[config.mk]
export PLATFORM = sky130hd
export DESIGN_NAME = umc_mode_ctrl
export DESIGN_NICKNAME = d
export VERILOG_FILES = /design/src/logic/umc_pkg.sv /design/src/logic/umc_mode_ctrl.sv /design/src/logic/umc_ms_timer.sv
export SDC_FILE = /design/constraint.sdc
export NUM_CORES = 1
export LEC_CHECK = 0
export ABC_AREA = 1
export BUFFER_PORTS_ARGS = -buffer_cell sky130_fd_sc_hd__buf_2
export CORE_MARGIN = 10
export CORE_UTILIZATION = 25
export CTS_CLUSTER_SIZE = 25
export DETAILED_ROUTE_END_ITERATION = 6
export HOLD_SLACK_MARGIN = 0.15
export PLACE_DENSITY = 0.54
export REMOVE_ABC_BUFFERS = 1
export SLEW_MARGIN = 10
export SYNTH_ARGS = -nofsm -noshare
export SYNTH_HDL_FRONTEND = slang
export SYNTH_HIERARCHICAL = 1
export SYNTH_SLANG_ARGS = --single-unit
[constraint.sdc]
create_clock -name core_clk_i -period 2.1 [get_ports core_clk_i]
set_input_delay 0.21 -clock core_clk_i [delete_from_list [all_inputs] [get_ports core_clk_i]]
set_output_delay 0.21 -clock core_clk_i [all_outputs]
set_load 0.02 [all_outputs]
[src/logic/umc_pkg.sv]
/*
  Constants for the device mode control block: register map, field
  positions, reset values, state codes and timing counts.
  Assumes a 250 MHz core clock and a 32-bit classic Wishbone bus.
*/
package umc_pkg;

  // clock rate and derived cycles per millisecond
  localparam int unsigned CLK_FREQ_KHZ = 250_000;

  // times in milliseconds
  localparam int unsigned HALT_DELAY_MS = 2;
  localparam int unsigned RESUME_DELAY_MS = 5;
  localparam int unsigned RESUME_DRIVE_MS = 10;
  localparam int unsigned WAKE_PULSE_MS = 1;
  localparam int unsigned IDLE_SUSPEND_MS = 3;

  // cycle counts derived from the times
  localparam int unsigned HALT_DELAY_CYC = HALT_DELAY_MS * CLK_FREQ_KHZ;
  localparam int unsigned RESUME_DELAY_CYC = RESUME_DELAY_MS * CLK_FREQ_KHZ;
  localparam int unsigned RESUME_DRIVE_CYC = RESUME_DRIVE_MS * CLK_FREQ_KHZ;
  localparam int unsigned WAKE_PULSE_CYC = WAKE_PULSE_MS * CLK_FREQ_KHZ;
  localparam int unsigned IDLE_SUSPEND_CYC = IDLE_SUSPEND_MS * CLK_FREQ_KHZ;

  // timer counter width, holds the longest count
  localparam int unsigned TIMER_W = 24;

  // register map
  localparam int unsigned ADR_W = 8;
  localparam logic [7:0] MODE_CTRL_OFS = 8'h0c;
  localparam logic [7:0] MODE_CTRL_RST = 8'h00;
  localparam logic RST_DMA_GATE = 1'b0;
  localparam logic [31:0] RDATA_ZERO = 32'h0000_0000;

  // low byte field positions
  localparam int unsigned BIT_CONNECT = 0;
  localparam int unsigned BIT_IND_CTL = 1;
  localparam int unsigned BIT_WAKE_ACC = 2;
  localparam int unsigned BIT_GLINT = 3;
  localparam int unsigned BIT_SRESET = 4;
  localparam int unsigned BIT_SUSP = 5;
  localparam int unsigned BIT_RESUME = 6;
  localparam int unsigned BIT_KEEP = 7;
  // high byte field positions
  localparam int unsigned BIT_VBUS = 8;
  localparam int unsigned BIT_DMA = 9;
  localparam int unsigned BIT_CFG_LO = 13;
  localparam int unsigned BIT_CFG_MID = 14;
  localparam int unsigned BIT_CFG_HI = 15;

  // low byte bits that a usb bus reset clears
  localparam logic [7:0] BUSRST_CLEAR = 8'h74;

  // synchronised pin vector layout
  localparam int unsigned PIN_N = 4;
  localparam int unsigned PIN_VBUS = 0;
  localparam int unsigned PIN_CFG_LO = 1;
  localparam int unsigned PIN_CFG_MID = 2;
  localparam int unsigned PIN_CFG_HI = 3;

  typedef enum logic [2:0] {
    SP_AWAKE = 3'b001,
    SP_SUSP = 3'b010,
    SP_HALT = 3'b100
  } umc_susp_t;

  typedef enum logic [2:0] {
    RS_IDLE = 3'b001,
    RS_WAIT = 3'b010,
    RS_DRIVE = 3'b100
  } umc_resume_t;

endpackage

[src/logic/umc_mode_ctrl.sv]
/*
  Device mode control register and the suspend, resume, soft reset,
  interrupt gating, suspend pin, clock and pull-up control behind it.
  Assumes a classic Wishbone master on core_clk_i, asynchronous pins
  for configuration and bus power, and USB engine signals on core_clk_i.
*/
// Notes on behaviour
// (RULE_01) top three bits read back the three configuration pin levels
// (RULE_02) dma clock gate bit at 0 stops dma clock, at 1 supplies it
// (RULE_03) bus power pin level reads back as a status bit
// (RULE_04) keep-alive 1 keeps clocks in suspend; 0 stops oscillator and pll
// (RULE_05) clocks halt about 2 ms after suspend request goes 1 then 0
// (RULE_06) resume request 1 then 0 drives 10 ms upstream resume
// (RULE_07) upstream resume starts 5 ms after resume request returns to 0
// (RULE_08) suspend request 1 then 0 enters suspend
// (RULE_09) software reset request 1 then 0 resets like the reset pin
// (RULE_10) global interrupt enable lets all masked-in sources reach the pin
// (RULE_11) enable low blocks pin; enabling with pending asserts at once
// (RULE_12) pulsed mode gives no pulse for events before enable
// (RULE_13) with wake-on-access a register read wakes the device from suspend
// (RULE_14) host must not write until restarted clock is stable
// (RULE_15) indicator control 0: suspend pin high while suspended only
// (RULE_16) indicator control 1: 1 ms high pulse on waking, otherwise low
// (RULE_17) bus connect bit connects the dp pull-up, clearing disconnects
// (RULE_18) writable bits reset to 0; bus reset clears the action bits only (bus reset here also clears wake-on-access and the dma clock gate bit)
// (RULE_19) suspend interrupt after 3 ms idle unless powered and connected
// (RULE_20) actions fire on the 1 to 0 write, never on setting the bit
`timescale 1ns/1ns
module umc_mode_ctrl #(
  parameter int unsigned HALT_DELAY_CYC = umc_pkg::HALT_DELAY_CYC,
  parameter int unsigned RESUME_DELAY_CYC = umc_pkg::RESUME_DELAY_CYC,
  parameter int unsigned RESUME_DRIVE_CYC = umc_pkg::RESUME_DRIVE_CYC,
  parameter int unsigned WAKE_PULSE_CYC = umc_pkg::WAKE_PULSE_CYC,
  parameter int unsigned IDLE_SUSPEND_CYC = umc_pkg::IDLE_SUSPEND_CYC
) (
  input wire logic core_clk_i,
  input wire logic arst_n_i,
  input wire logic ce_i,
  input wire logic wb_cyc_i,
  input wire logic wb_stb_i,
  input wire logic wb_we_i,
  input wire logic [umc_pkg::ADR_W-1:0] wb_adr_i,
  input wire logic [3:0] wb_sel_i,
  input wire logic [31:0] wb_dat_i,
  output logic [31:0] wb_dat_o,
  output logic wb_ack_o,
  input wire logic mode_select_pin_hi_i,
  input wire logic mode_select_pin_lo_i,
  input wire logic bus_config_pin_i,
  input wire logic bus_power_sense_i,
  input wire logic usb_bus_reset_i,
  input wire logic bus_activity_i,
  input wire logic int_pending_i,
  input wire logic int_event_i,
  input wire logic int_pulse_mode_i,
  output logic int_o,
  output logic suspend_event_o,
  output logic soft_reset_o,
  output logic dma_clock_gate_o,
  output logic osc_pll_enable_o,
  output logic suspend_ind_o,
  output logic resume_drive_o,
  output logic pullup_source_pin_o
);

  localparam int unsigned TW = umc_pkg::TIMER_W;

  logic [7:0] ctl;
  logic dma_clock_gate;
  logic [31:0] next_rdata;
  logic wb_req;
  logic hit;
  logic wr_lo;
  logic wr_hi;
  logic rd_hit;
  logic trig_reset;
  logic trig_susp;
  logic trig_resume;
  logic wake;
  logic [umc_pkg::PIN_N-1:0] pin_raw;
  logic [umc_pkg::PIN_N-1:0] pin_s1;
  logic [umc_pkg::PIN_N-1:0] pin_s2;
  logic [umc_pkg::PIN_N-1:0] pin_s3;
  logic [umc_pkg::PIN_N-1:0] pin_val;
  umc_pkg::umc_susp_t sp_state;
  umc_pkg::umc_resume_t rs_state;
  logic halt_busy;
  logic halt_done;
  logic rs_done;
  logic pulse_busy;
  logic idle_done;
  logic idle_load;
  logic idle_first;
  logic glint_q;

  // pins: three flops, a change counts once stages two and three agree
  assign pin_raw = {mode_select_pin_hi_i, mode_select_pin_lo_i, bus_config_pin_i,
                    bus_power_sense_i};

  for (genvar i = 0; i < umc_pkg::PIN_N; i++)
  begin : g_pin_sync
    always_ff @(posedge core_clk_i or negedge arst_n_i)
    begin
      if (!arst_n_i)
      begin
        pin_s1[i] <= 1'b0;
        pin_s2[i] <= 1'b0;
        pin_s3[i] <= 1'b0;
        pin_val[i] <= 1'b0;
      end
      else if (ce_i)
      begin
        pin_s1[i] <= pin_raw[i];
        pin_s2[i] <= pin_s1[i];
        pin_s3[i] <= pin_s2[i];
        if (pin_s2[i] == pin_s3[i])
          pin_val[i] <= pin_s3[i];
      end
    end
  end

  // wishbone slave, one wait state, unmapped reads return zero
  assign wb_req = wb_cyc_i && wb_stb_i && !wb_ack_o;
  assign hit = (wb_adr_i == umc_pkg::MODE_CTRL_OFS);
  assign wr_lo = wb_req && wb_we_i && hit && wb_sel_i[0];
  assign wr_hi = wb_req && wb_we_i && hit && wb_sel_i[1];
  assign rd_hit = wb_req && !wb_we_i && hit;

  assign trig_reset = wr_lo && ctl[umc_pkg::BIT_SRESET] && !wb_dat_i[umc_pkg::BIT_SRESET]; // [RULE_09] [RULE_20]
  assign trig_susp = wr_lo && ctl[umc_pkg::BIT_SUSP] && !wb_dat_i[umc_pkg::BIT_SUSP]; // [RULE_08] [RULE_20]
  assign trig_resume = wr_lo && ctl[umc_pkg::BIT_RESUME] && !wb_dat_i[umc_pkg::BIT_RESUME]; // [RULE_06] [RULE_20]

  always_comb
  begin
    next_rdata = umc_pkg::RDATA_ZERO;
    if (hit)
    begin
      next_rdata[7:0] = ctl;
      next_rdata[umc_pkg::BIT_DMA] = dma_clock_gate;
      next_rdata[umc_pkg::BIT_VBUS] = pin_val[umc_pkg::PIN_VBUS]; // [RULE_03]
      next_rdata[umc_pkg::BIT_CFG_LO] = pin_val[umc_pkg::PIN_CFG_LO]; // [RULE_01]
      next_rdata[umc_pkg::BIT_CFG_MID] = pin_val[umc_pkg::PIN_CFG_MID]; // [RULE_01]
      next_rdata[umc_pkg::BIT_CFG_HI] = pin_val[umc_pkg::PIN_CFG_HI]; // [RULE_01]
    end
  end

  always_ff @(posedge core_clk_i or negedge arst_n_i)
  begin
    if (!arst_n_i)
    begin
      wb_ack_o <= 1'b0;
      wb_dat_o <= umc_pkg::RDATA_ZERO;
    end
    else if (ce_i)
    begin
      wb_ack_o <= wb_req;
      if (wb_req && !wb_we_i)
        wb_dat_o <= next_rdata;
    end
  end

  // control register: soft reset, then write, then bus reset clearing
  always_ff @(posedge core_clk_i or negedge arst_n_i)
  begin
    if (!arst_n_i)
    begin
      ctl <= umc_pkg::MODE_CTRL_RST;
      dma_clock_gate <= umc_pkg::RST_DMA_GATE;
    end
    else if (ce_i)
    begin
      if (soft_reset_o)
      begin
        ctl <= umc_pkg::MODE_CTRL_RST; // [RULE_09] [RULE_18]
        dma_clock_gate <= umc_pkg::RST_DMA_GATE; // [RULE_18]
      end
      else if (usb_bus_reset_i)
      begin
        ctl <= (wr_lo ? wb_dat_i[7:0] : ctl) & ~umc_pkg::BUSRST_CLEAR; // [RULE_18]
        dma_clock_gate <= 1'b0; // [RULE_18]
      end
      else
      begin
        if (wr_lo)
          ctl <= wb_dat_i[7:0];
        if (wr_hi)
          dma_clock_gate <= wb_dat_i[umc_pkg::BIT_DMA];
      end
    end
  end

  always_ff @(posedge core_clk_i or negedge arst_n_i)
  begin
    if (!arst_n_i)
      soft_reset_o <= 1'b0;
    else if (ce_i)
      soft_reset_o <= trig_reset; // [RULE_09]
  end

  // suspend state, wake on access read, resume or bus activity
  assign wake = (rd_hit && ctl[umc_pkg::BIT_WAKE_ACC]) || trig_resume || bus_activity_i; // [RULE_13]

  always_ff @(posedge core_clk_i or negedge arst_n_i)
  begin
    if (!arst_n_i)
      sp_state <= umc_pkg::SP_AWAKE;
    else if (ce_i)
    begin
      if (soft_reset_o)
        sp_state <= umc_pkg::SP_AWAKE;
      else
        case (sp_state)
          umc_pkg::SP_AWAKE:
            if (trig_susp)
              sp_state <= umc_pkg::SP_SUSP; // [RULE_08]
          umc_pkg::SP_SUSP:
            if (wake)
              sp_state <= umc_pkg::SP_AWAKE;
            else if (halt_done && !ctl[umc_pkg::BIT_KEEP])
              sp_state <= umc_pkg::SP_HALT; // [RULE_04] [RULE_05]
          umc_pkg::SP_HALT:
            if (wake)
              sp_state <= umc_pkg::SP_AWAKE; // [RULE_13]
          default:
            sp_state <= umc_pkg::SP_AWAKE;
        endcase
    end
  end

  umc_ms_timer #(.WIDTH(TW)) u_halt_timer (
    .core_clk_i(core_clk_i),
    .arst_n_i(arst_n_i),
    .ce_i(ce_i),
    .load_i(trig_susp && !ctl[umc_pkg::BIT_KEEP]), // [RULE_05]
    .abort_i(soft_reset_o || wake),
    .count_i(TW'(HALT_DELAY_CYC)),
    .busy_o(halt_busy),
    .done_o(halt_done)
  );

  // resume: 5 ms wait, then 10 ms drive
  always_ff @(posedge core_clk_i or negedge arst_n_i)
  begin
    if (!arst_n_i)
      rs_state <= umc_pkg::RS_IDLE;
    else if (ce_i)
    begin
      if (soft_reset_o)
        rs_state <= umc_pkg::RS_IDLE;
      else
        case (rs_state)
          umc_pkg::RS_IDLE:
            if (trig_resume)
              rs_state <= umc_pkg::RS_WAIT; // [RULE_07]
          umc_pkg::RS_WAIT:
            if (rs_done)
              rs_state <= umc_pkg::RS_DRIVE; // [RULE_06]
          umc_pkg::RS_DRIVE:
            if (rs_done)
              rs_state <= umc_pkg::RS_IDLE;
          default:
            rs_state <= umc_pkg::RS_IDLE;
        endcase
    end
  end

  umc_ms_timer #(.WIDTH(TW)) u_resume_timer (
    .core_clk_i(core_clk_i),
    .arst_n_i(arst_n_i),
    .ce_i(ce_i),
    .load_i((rs_state == umc_pkg::RS_IDLE && trig_resume) ||
            (rs_state == umc_pkg::RS_WAIT && rs_done)),
    .abort_i(soft_reset_o),
    .count_i(rs_state == umc_pkg::RS_IDLE ? TW'(RESUME_DELAY_CYC) : TW'(RESUME_DRIVE_CYC)),
    .busy_o(),
    .done_o(rs_done)
  );

  assign resume_drive_o = (rs_state == umc_pkg::RS_DRIVE); // [RULE_06]

  // suspend indicator pulse on wake
  umc_ms_timer #(.WIDTH(TW)) u_pulse_timer (
    .core_clk_i(core_clk_i),
    .arst_n_i(arst_n_i),
    .ce_i(ce_i),
    .load_i(sp_state != umc_pkg::SP_AWAKE && wake && !soft_reset_o), // [RULE_16]
    .abort_i(soft_reset_o),
    .count_i(TW'(WAKE_PULSE_CYC)),
    .busy_o(pulse_busy),
    .done_o()
  );

  // idle timer for the suspend interrupt
  assign idle_load = bus_activity_i || idle_first ||
                     (pin_val[umc_pkg::PIN_VBUS] && ctl[umc_pkg::BIT_CONNECT]); // [RULE_19]

  umc_ms_timer #(.WIDTH(TW)) u_idle_timer (
    .core_clk_i(core_clk_i),
    .arst_n_i(arst_n_i),
    .ce_i(ce_i),
    .load_i(idle_load),
    .abort_i(soft_reset_o),
    .count_i(TW'(IDLE_SUSPEND_CYC)),
    .busy_o(),
    .done_o(idle_done)
  );

  // outputs from flops
  always_ff @(posedge core_clk_i or negedge arst_n_i)
  begin
    if (!arst_n_i)
    begin
      idle_first <= 1'b1;
      glint_q <= 1'b0;
      int_o <= 1'b0;
      suspend_event_o <= 1'b0;
      dma_clock_gate_o <= 1'b0;
      osc_pll_enable_o <= 1'b1;
      suspend_ind_o <= 1'b0;
      pullup_source_pin_o <= 1'b0;
    end
    else if (ce_i)
    begin
      idle_first <= 1'b0;
      glint_q <= ctl[umc_pkg::BIT_GLINT];
      if (int_pulse_mode_i)
        int_o <= ctl[umc_pkg::BIT_GLINT] && glint_q && int_event_i; // [RULE_12]
      else
        int_o <= ctl[umc_pkg::BIT_GLINT] && int_pending_i; // [RULE_10] [RULE_11]
      suspend_event_o <= idle_done; // [RULE_19]
      dma_clock_gate_o <= dma_clock_gate; // [RULE_02]
      osc_pll_enable_o <= (sp_state != umc_pkg::SP_HALT); // [RULE_04]
      if (ctl[umc_pkg::BIT_IND_CTL])
        suspend_ind_o <= pulse_busy; // [RULE_16]
      else
        suspend_ind_o <= (sp_state != umc_pkg::SP_AWAKE); // [RULE_15]
      pullup_source_pin_o <= ctl[umc_pkg::BIT_CONNECT]; // [RULE_17]
    end
  end
endmodule

[src/logic/umc_ms_timer.sv]
/*
  Down-counting delay timer with load, abort and a one-cycle done pulse.
  Assumes one clock, a clock enable and an asynchronous active-low reset.
*/
`timescale 1ns/1ns
module umc_ms_timer #(
  parameter int unsigned WIDTH = 24
) (
  input wire logic core_clk_i,
  input wire logic arst_n_i,
  input wire logic ce_i,
  input wire logic load_i,
  input wire logic abort_i,
  input wire logic [WIDTH-1:0] count_i,
  output logic busy_o,
  output logic done_o
);

  logic [WIDTH-1:0] cnt;

  always_ff @(posedge core_clk_i or negedge arst_n_i)
  begin
    if (!arst_n_i)
    begin
      cnt <= '0;
    end
    else if (ce_i)
    begin
      if (abort_i)
        cnt <= '0;
      else if (load_i)
        cnt <= count_i;
      else if (cnt != '0)
        cnt <= cnt - WIDTH'(1);
    end
  end

  always_ff @(posedge core_clk_i or negedge arst_n_i)
  begin
    if (!arst_n_i)
      done_o <= 1'b0;
    else if (ce_i)
      done_o <= !abort_i && !load_i && (cnt == WIDTH'(1));
  end

  assign busy_o = (cnt != '0);
endmodule

; ---- Word level (Yosys, flattened, before mapping)
; Cells that the tools add are included.
[totals]
regBits = 153
inputBits = 59
wordCells = 170
[op_classes]
add_sub_neg = 4
eq_ne = 22
n_mux = 34
reduce_logical = 71
[ops]
columns = op, count
row1 = 24-bit two-way mux, 12
row2 = 24-bit nonzero test, 4
row3 = 24-bit by 1-bit subtractor with 24-bit output (second input constant), 4
row4 = 24-bit by 1-bit equality test with 1-bit output (second input constant), 3
row5 = 1-bit logical AND, 31
row6 = 3-bit two-way mux, 10
row7 = 22-bit two-way mux, 1
row8 = 2-bit AND reduction, 11
row9 = 3-bit case mux with 3 select lines, 2
row10 = 3-bit nonzero test, 6
row11 = 8-bit two-way mux, 2
row12 = 3-bit != test (second input constant), 4
row13 = 1-bit logical NOT, 11
row14 = 10-bit two-way mux, 1
row15 = 8-bit by 4-bit equality test with 1-bit output (second input constant), 1
row16 = 4-bit AND reduction, 2
row17 = 7-bit two-way mux, 1
row18 = 3-bit by 1-bit equality test with 1-bit output (second input constant), 2
row19 = 3-bit by 2-bit equality test with 1-bit output (second input constant), 2
row20 = 3-bit equality test (second input constant), 2
row21 = 1-bit logical OR, 6
row22 = 3-bit by 2-bit != test with 1-bit output (second input constant), 2
row23 = 1-bit two-way mux, 5
row24 = 1-bit equality test, 4
row25 = 2 further kinds, 2

; ---- Longest topological paths before layout
[logic_depth]
word_depth = 13
depth_mapped = 16
mapped_depth_nobuf = 14

; ---- By module
; Netlist, hierarchy kept.
[by_module_without_submodules]
columns = module, instances, cells_per_inst, area_each_um2, seq_area_each_um2
row1 = umc_ms_timer (u_halt_timer ...), 3, 313, 1983.2, 625.6
row2 = umc_mode_ctrl, 1, 311, 2611.3, 1356.3
row3 = umc_ms_timer (u_resume_timer), 1, 312, 2005.7, 625.6

; ---- Least setup slack after synthesis
; No wires, ideal clock.
[synth_path]
kind = register -> register
startpoint = register wb_ack_o
endpoint = register u_pulse_timer.cnt[7]
setup_time_ns = 0.065
arrival_ns = 2.130
t_required_ns = 2.035
setup_slack_ns = -0.096
path_stages_with_launch = 16
n_path_buf = 2
path_cell_list = dfrtp_1 > inv_2 > nand3_1 > nor2_4 > nand4_2 > nand2_1 > nand2_1 > nor2_1 > clkbuf_1 > nor2_1 > inv_1 > o21ai_4 > nor2_4 > buf_6 > nand2_1 > nand2_1
[synth_between]
elab_chain_cells = 13
[synth_rtl]
columns = element, line
row1 = "start, declared", umc_mode_ctrl.sv:46  ; output logic wb_ack_o,
row2 = "start signal, assigned", umc_mode_ctrl.sv:156  ; wb_ack_o <= wb_req;
row3 = 1-bit logical NOT (*), umc_mode_ctrl.sv:123  ; assign wb_req = wb_cyc_i && wb_stb_i && !wb_ack_o;
row4 = 1-bit logical AND (*), umc_mode_ctrl.sv:123
row5 = 1-bit logical AND (3 in series), umc_mode_ctrl.sv:125  ; assign wr_lo = wb_req && wb_we_i && hit && wb_sel_i[0];
row6 = 1-bit logical AND (2 in series), umc_mode_ctrl.sv:131  ; assign trig_resume = wr_lo && ctl[umc_pkg::BIT_RESUME] && !wb_dat_i[umc_pkg::BIT_RESUME];
row7 = 1-bit logical OR (*) (2 in series), umc_mode_ctrl.sv:201  ; assign wake = (rd_hit && ctl[umc_pkg::BIT_WAKE_ACC]) || trig_resume || bus_activity_i;
row8 = 1-bit logical AND (*) (2 in series), umc_mode_ctrl.sv:286  ; .load_i(sp_state != umc_pkg::SP_AWAKE && wake && !soft_reset_o),
row9 = 3-bit nonzero test (no source line) or 24-bit two-way mux (tied branches), n/a
row10 = 2-bit AND reduction (no source line) or 24-bit two-way mux (tied branches), n/a
row11 = "end signal, assigned", umc_ms_timer.sv:32  ; cnt <= count_i;
row12 = "end signal, assigned", umc_ms_timer.sv:34  ; cnt <= cnt - WIDTH'(1);
row13 = "end, declared", umc_ms_timer.sv:19  ; logic [WIDTH-1:0] cnt;
; Every way passes the cells marked *; elsewhere a longest branch is shown, timed or not.
; A chain may end at the register's enable or synchronous reset.

; ---- Worst setup path in the final report
[layout_path]
startpoint = register wb_ack_o
endpoint = register u_resume_timer.cnt[20]
[layout_between]
elab_chain_cells = 11
[layout_rtl]
columns = element, line
row1 = 1-bit logical NOT (*), umc_mode_ctrl.sv:123
row2 = 1-bit logical AND (*), umc_mode_ctrl.sv:123
row3 = 1-bit logical AND (*) (3 in series), umc_mode_ctrl.sv:125
row4 = 1-bit logical AND (*) (2 in series), umc_mode_ctrl.sv:131
row5 = 1-bit logical AND (*), umc_mode_ctrl.sv:271  ; .load_i((rs_state == umc_pkg::RS_IDLE && trig_resume) ||
row6 = 1-bit logical OR (*), umc_mode_ctrl.sv:271
row7 = 3-bit nonzero test (no source line) or 24-bit two-way mux (tied branches), n/a
row8 = 2-bit AND reduction (no source line) or 24-bit two-way mux (tied branches), n/a
row9 = "end signal, assigned", umc_ms_timer.sv:32
row10 = "end signal, assigned", umc_ms_timer.sv:34
row11 = "end, declared", umc_ms_timer.sv:19
; Marked as above.

==> results.ini <==
[drt]
ant_nets = 0
drt_first_pass_iters = 5
dr_total_vias = 10112
routedWlPerCell_um = 12.8
via_per_inst = 4.40
drc = 0
routed_wirelength_mm = 29.3
initialDrtViolationCount = 601

[clock_network]
cts_tree = done
clk_latency_ps = 450
htreeDepth = 4
cts.sinks = 153
clk_pin_slew_ps = 80
root_buffer = clkbuf_16
clk_path_buf_depth = 2
cts_made_buffers = 17

[sta]
clock.fmax_mhz = 500
finClkSkew_ps = 14.3
finalMaxSlewViolations = 0
rsz0062_at_grt = yes
report.final.setup_viol = 0
final.period_utilization = 0.952
fin_crit_ps = 2000
slew_headroom = 0.601
worst_pin_slew_ps = 597
hold_viol = 0
setup_slack_ps = 102

[critical_path]
startpoint_type = flip-flop
path_max_fanout = 11
slowest_delay_ps = 390
worst_ep_arrival_time_ps = 2380
slowest_stage = dfrtp_1
crit_chain = inv_2 -> nand3_4 -> nor2_4 -> nand4_4 -> buf_6 -> o21ai_4 -> nor2_2 -> inv_2 -> o21ai_4 -> nor2_4 -> clkbuf_16 -> nand2_1 -> nand2_1
worstSetupPathType = flip-flop to flip-flop
endpoint_kind = flip-flop
required_ps = 2480

[synth]
postSynthCellCount = 1556
synth.cell_area_mm2 = 0.0105
yosysWarnings = 6
syn_avg_cell_area_um2 = 6.75

[pwr]
vdd_ir_drop_max_mv = 0.637
power_density_mw_per_mm2 = 1110
leakagePower_nw = 6.87
netSwitchingFraction = 0.467
switching_power_mw = 6.71
p_int_mw = 7.65
p_clk_frac = 0.217
seqPwrFrac = 0.326
combPwrFrac = 0.457

[floorplanning]
start_util = 0.252
core-area_mm2 = 0.0418
pin_count = 100
rows = 75
die_h_um = 225
die_w_um = 225
die_area_mm2 = 0.0506

[global_route]
overflow = 0
grt_max_degree = 49
grt_pass1_vias = 9768
grt_pass1_wl_mm = 49.0
grt_antenna_before_repair = 1
grt.total_usage = 0.118

[status]
status = finished clean

[flow_run]
max_cap_violations = 0

[placement]
portBuffers = 55
post-place-ws_ps = -98.1
gp_congestion = 0.808
dpl-instance-area_mm2 = 0.0119
hpwl_mm = 20.5

[min_path]
hp-class = input pin to flip-flop

[final_layout]
final_area_mm2 = 0.0129
syn2layout_area_growth_pct = 22.6
fin_nets = 1817
drive_gt1_frac = 0.139

==> final timing paths <==
kind / start / slack [ps] / to / cells after the start
min in group asynchronous: arst_n_i / 290 / pin_s1[0]$_DFFE_PN0P_ / 2
worst max-delay path: wb_ack_o$_DFFE_PN0P_ / 100 / u_resume_timer/cnt[20]$_DFFE_PN0P_ / 13
worst min-delay path: ce_i / 200 / u_idle_timer/done_o$_DFFE_PN0P_ / 2
max in group asynchronous: arst_n_i / 1130 / idle_first$_DFFE_PN1P_ / 3
worst min register to register: idle_first$_DFFE_PN1P_ / 440 / idle_first$_DFFE_PN1P_ / 2
worst max register to register: wb_ack_o$_DFFE_PN0P_ / 100 / u_resume_timer/cnt[20]$_DFFE_PN0P_ / 13
==> state kept, by name, indices dropped and copies added, names as in the netlist, 3 cells and up <==
signal / count
pin_s1: 4
rs_state: 3
sp_state: 3
ctl: 8
pin_val: 4
u_halt_timer/cnt: 24
wb_dat_o: 13
pin_s2: 4
pin_s3: 4
u_idle_timer/cnt: 24
u_pulse_timer/cnt: 24
u_resume_timer/cnt: 24
==> what timing repair did <==
item | in CTS | in global routing
setup endpoints to repair | 23 | 52
hold buffers | 22 | 0
pin swaps | 2 | 7
resized for setup | 2 | 13
cloned | 1 | 2
buffers inserted | 2 | 3
hold endpoints to repair | 60 | 0
==> per-stage QoR <==
stage                     power, mW  std cells  hold WS (ps)   util  TNS (ps)
after global routing           15.8       2299           187  0.308      -118
final                          14.4       2300           204  0.308         0
after detailed placement       11.2       2237           206  0.285     -1900
after global placement         11.0       2237           209  0.285      -969
after CTS                      14.4       2294           178  0.305         0
after floorplan                9.51       1590         -85.6      -    -92170
==> power groups by stage <==
| stage | logic, mW | registers [mW] | clock network [mW] |
|---|---|---|---|
| 2_1_floorplan | 5.01 | 4.50 | 0 |
| 3_3_place_gp | 6.32 | 4.71 | 0 |
| 3_5_place_dp | 6.46 | 4.72 | 0 |
| 4_1_cts | 6.54 | 4.68 | 3.22 |
| 5_1_grt | 7.61 | 4.82 | 3.32 |
| 6_report | 6.56 | 4.69 | 3.11 |
==> layout make-up <==
type / count / area (µm²)
flip-flops and latches: 153 / 3830
repair buffers: 137 / 1130
inverters: 129 / 484
diodes: 1 / 2.50
fillers: 4508 / 28900
clock buffers: 17 / 425
clock inverters: 15 / 153
well taps: 539 / 674
multi-input cells: 1309 / 6180
==> worst max-delay path: cells and delay by family (launching register included) <==
kind | cells | cell delay (ps)
simple gates | 7 | 780
compound gates | 2 | 250
flops | 1 | 390
buf+inv | 4 | 520
==> placed cells by master, fill, tap and decap left out, types with 26 or more instances in the layout <==
cell and count:
nand4_1 44, buf_4 46, nor2_1 126, buf_2 54
o21ai_0 35, dfrtp_1 149, conb_1 103, inv_1 125
nand3_1 157, nand2_1 665, nor2_2 26
==> layer usage <==
| metal | vias to the layer above | global-route usage | wire length [µm] |
|---|---|---|---|
| met1 | 4711 | 0.154 | 14400 |
| met3 | 23 | 0.0255 | 1170 |
| met5 | - | 0 | 0 |
| li1 | 5212 | - | - |
| met4 | 0 | 0.0320 | 378 |
| met2 | 166 | 0.194 | 13400 |
Power figures use the tool's default switching activity.
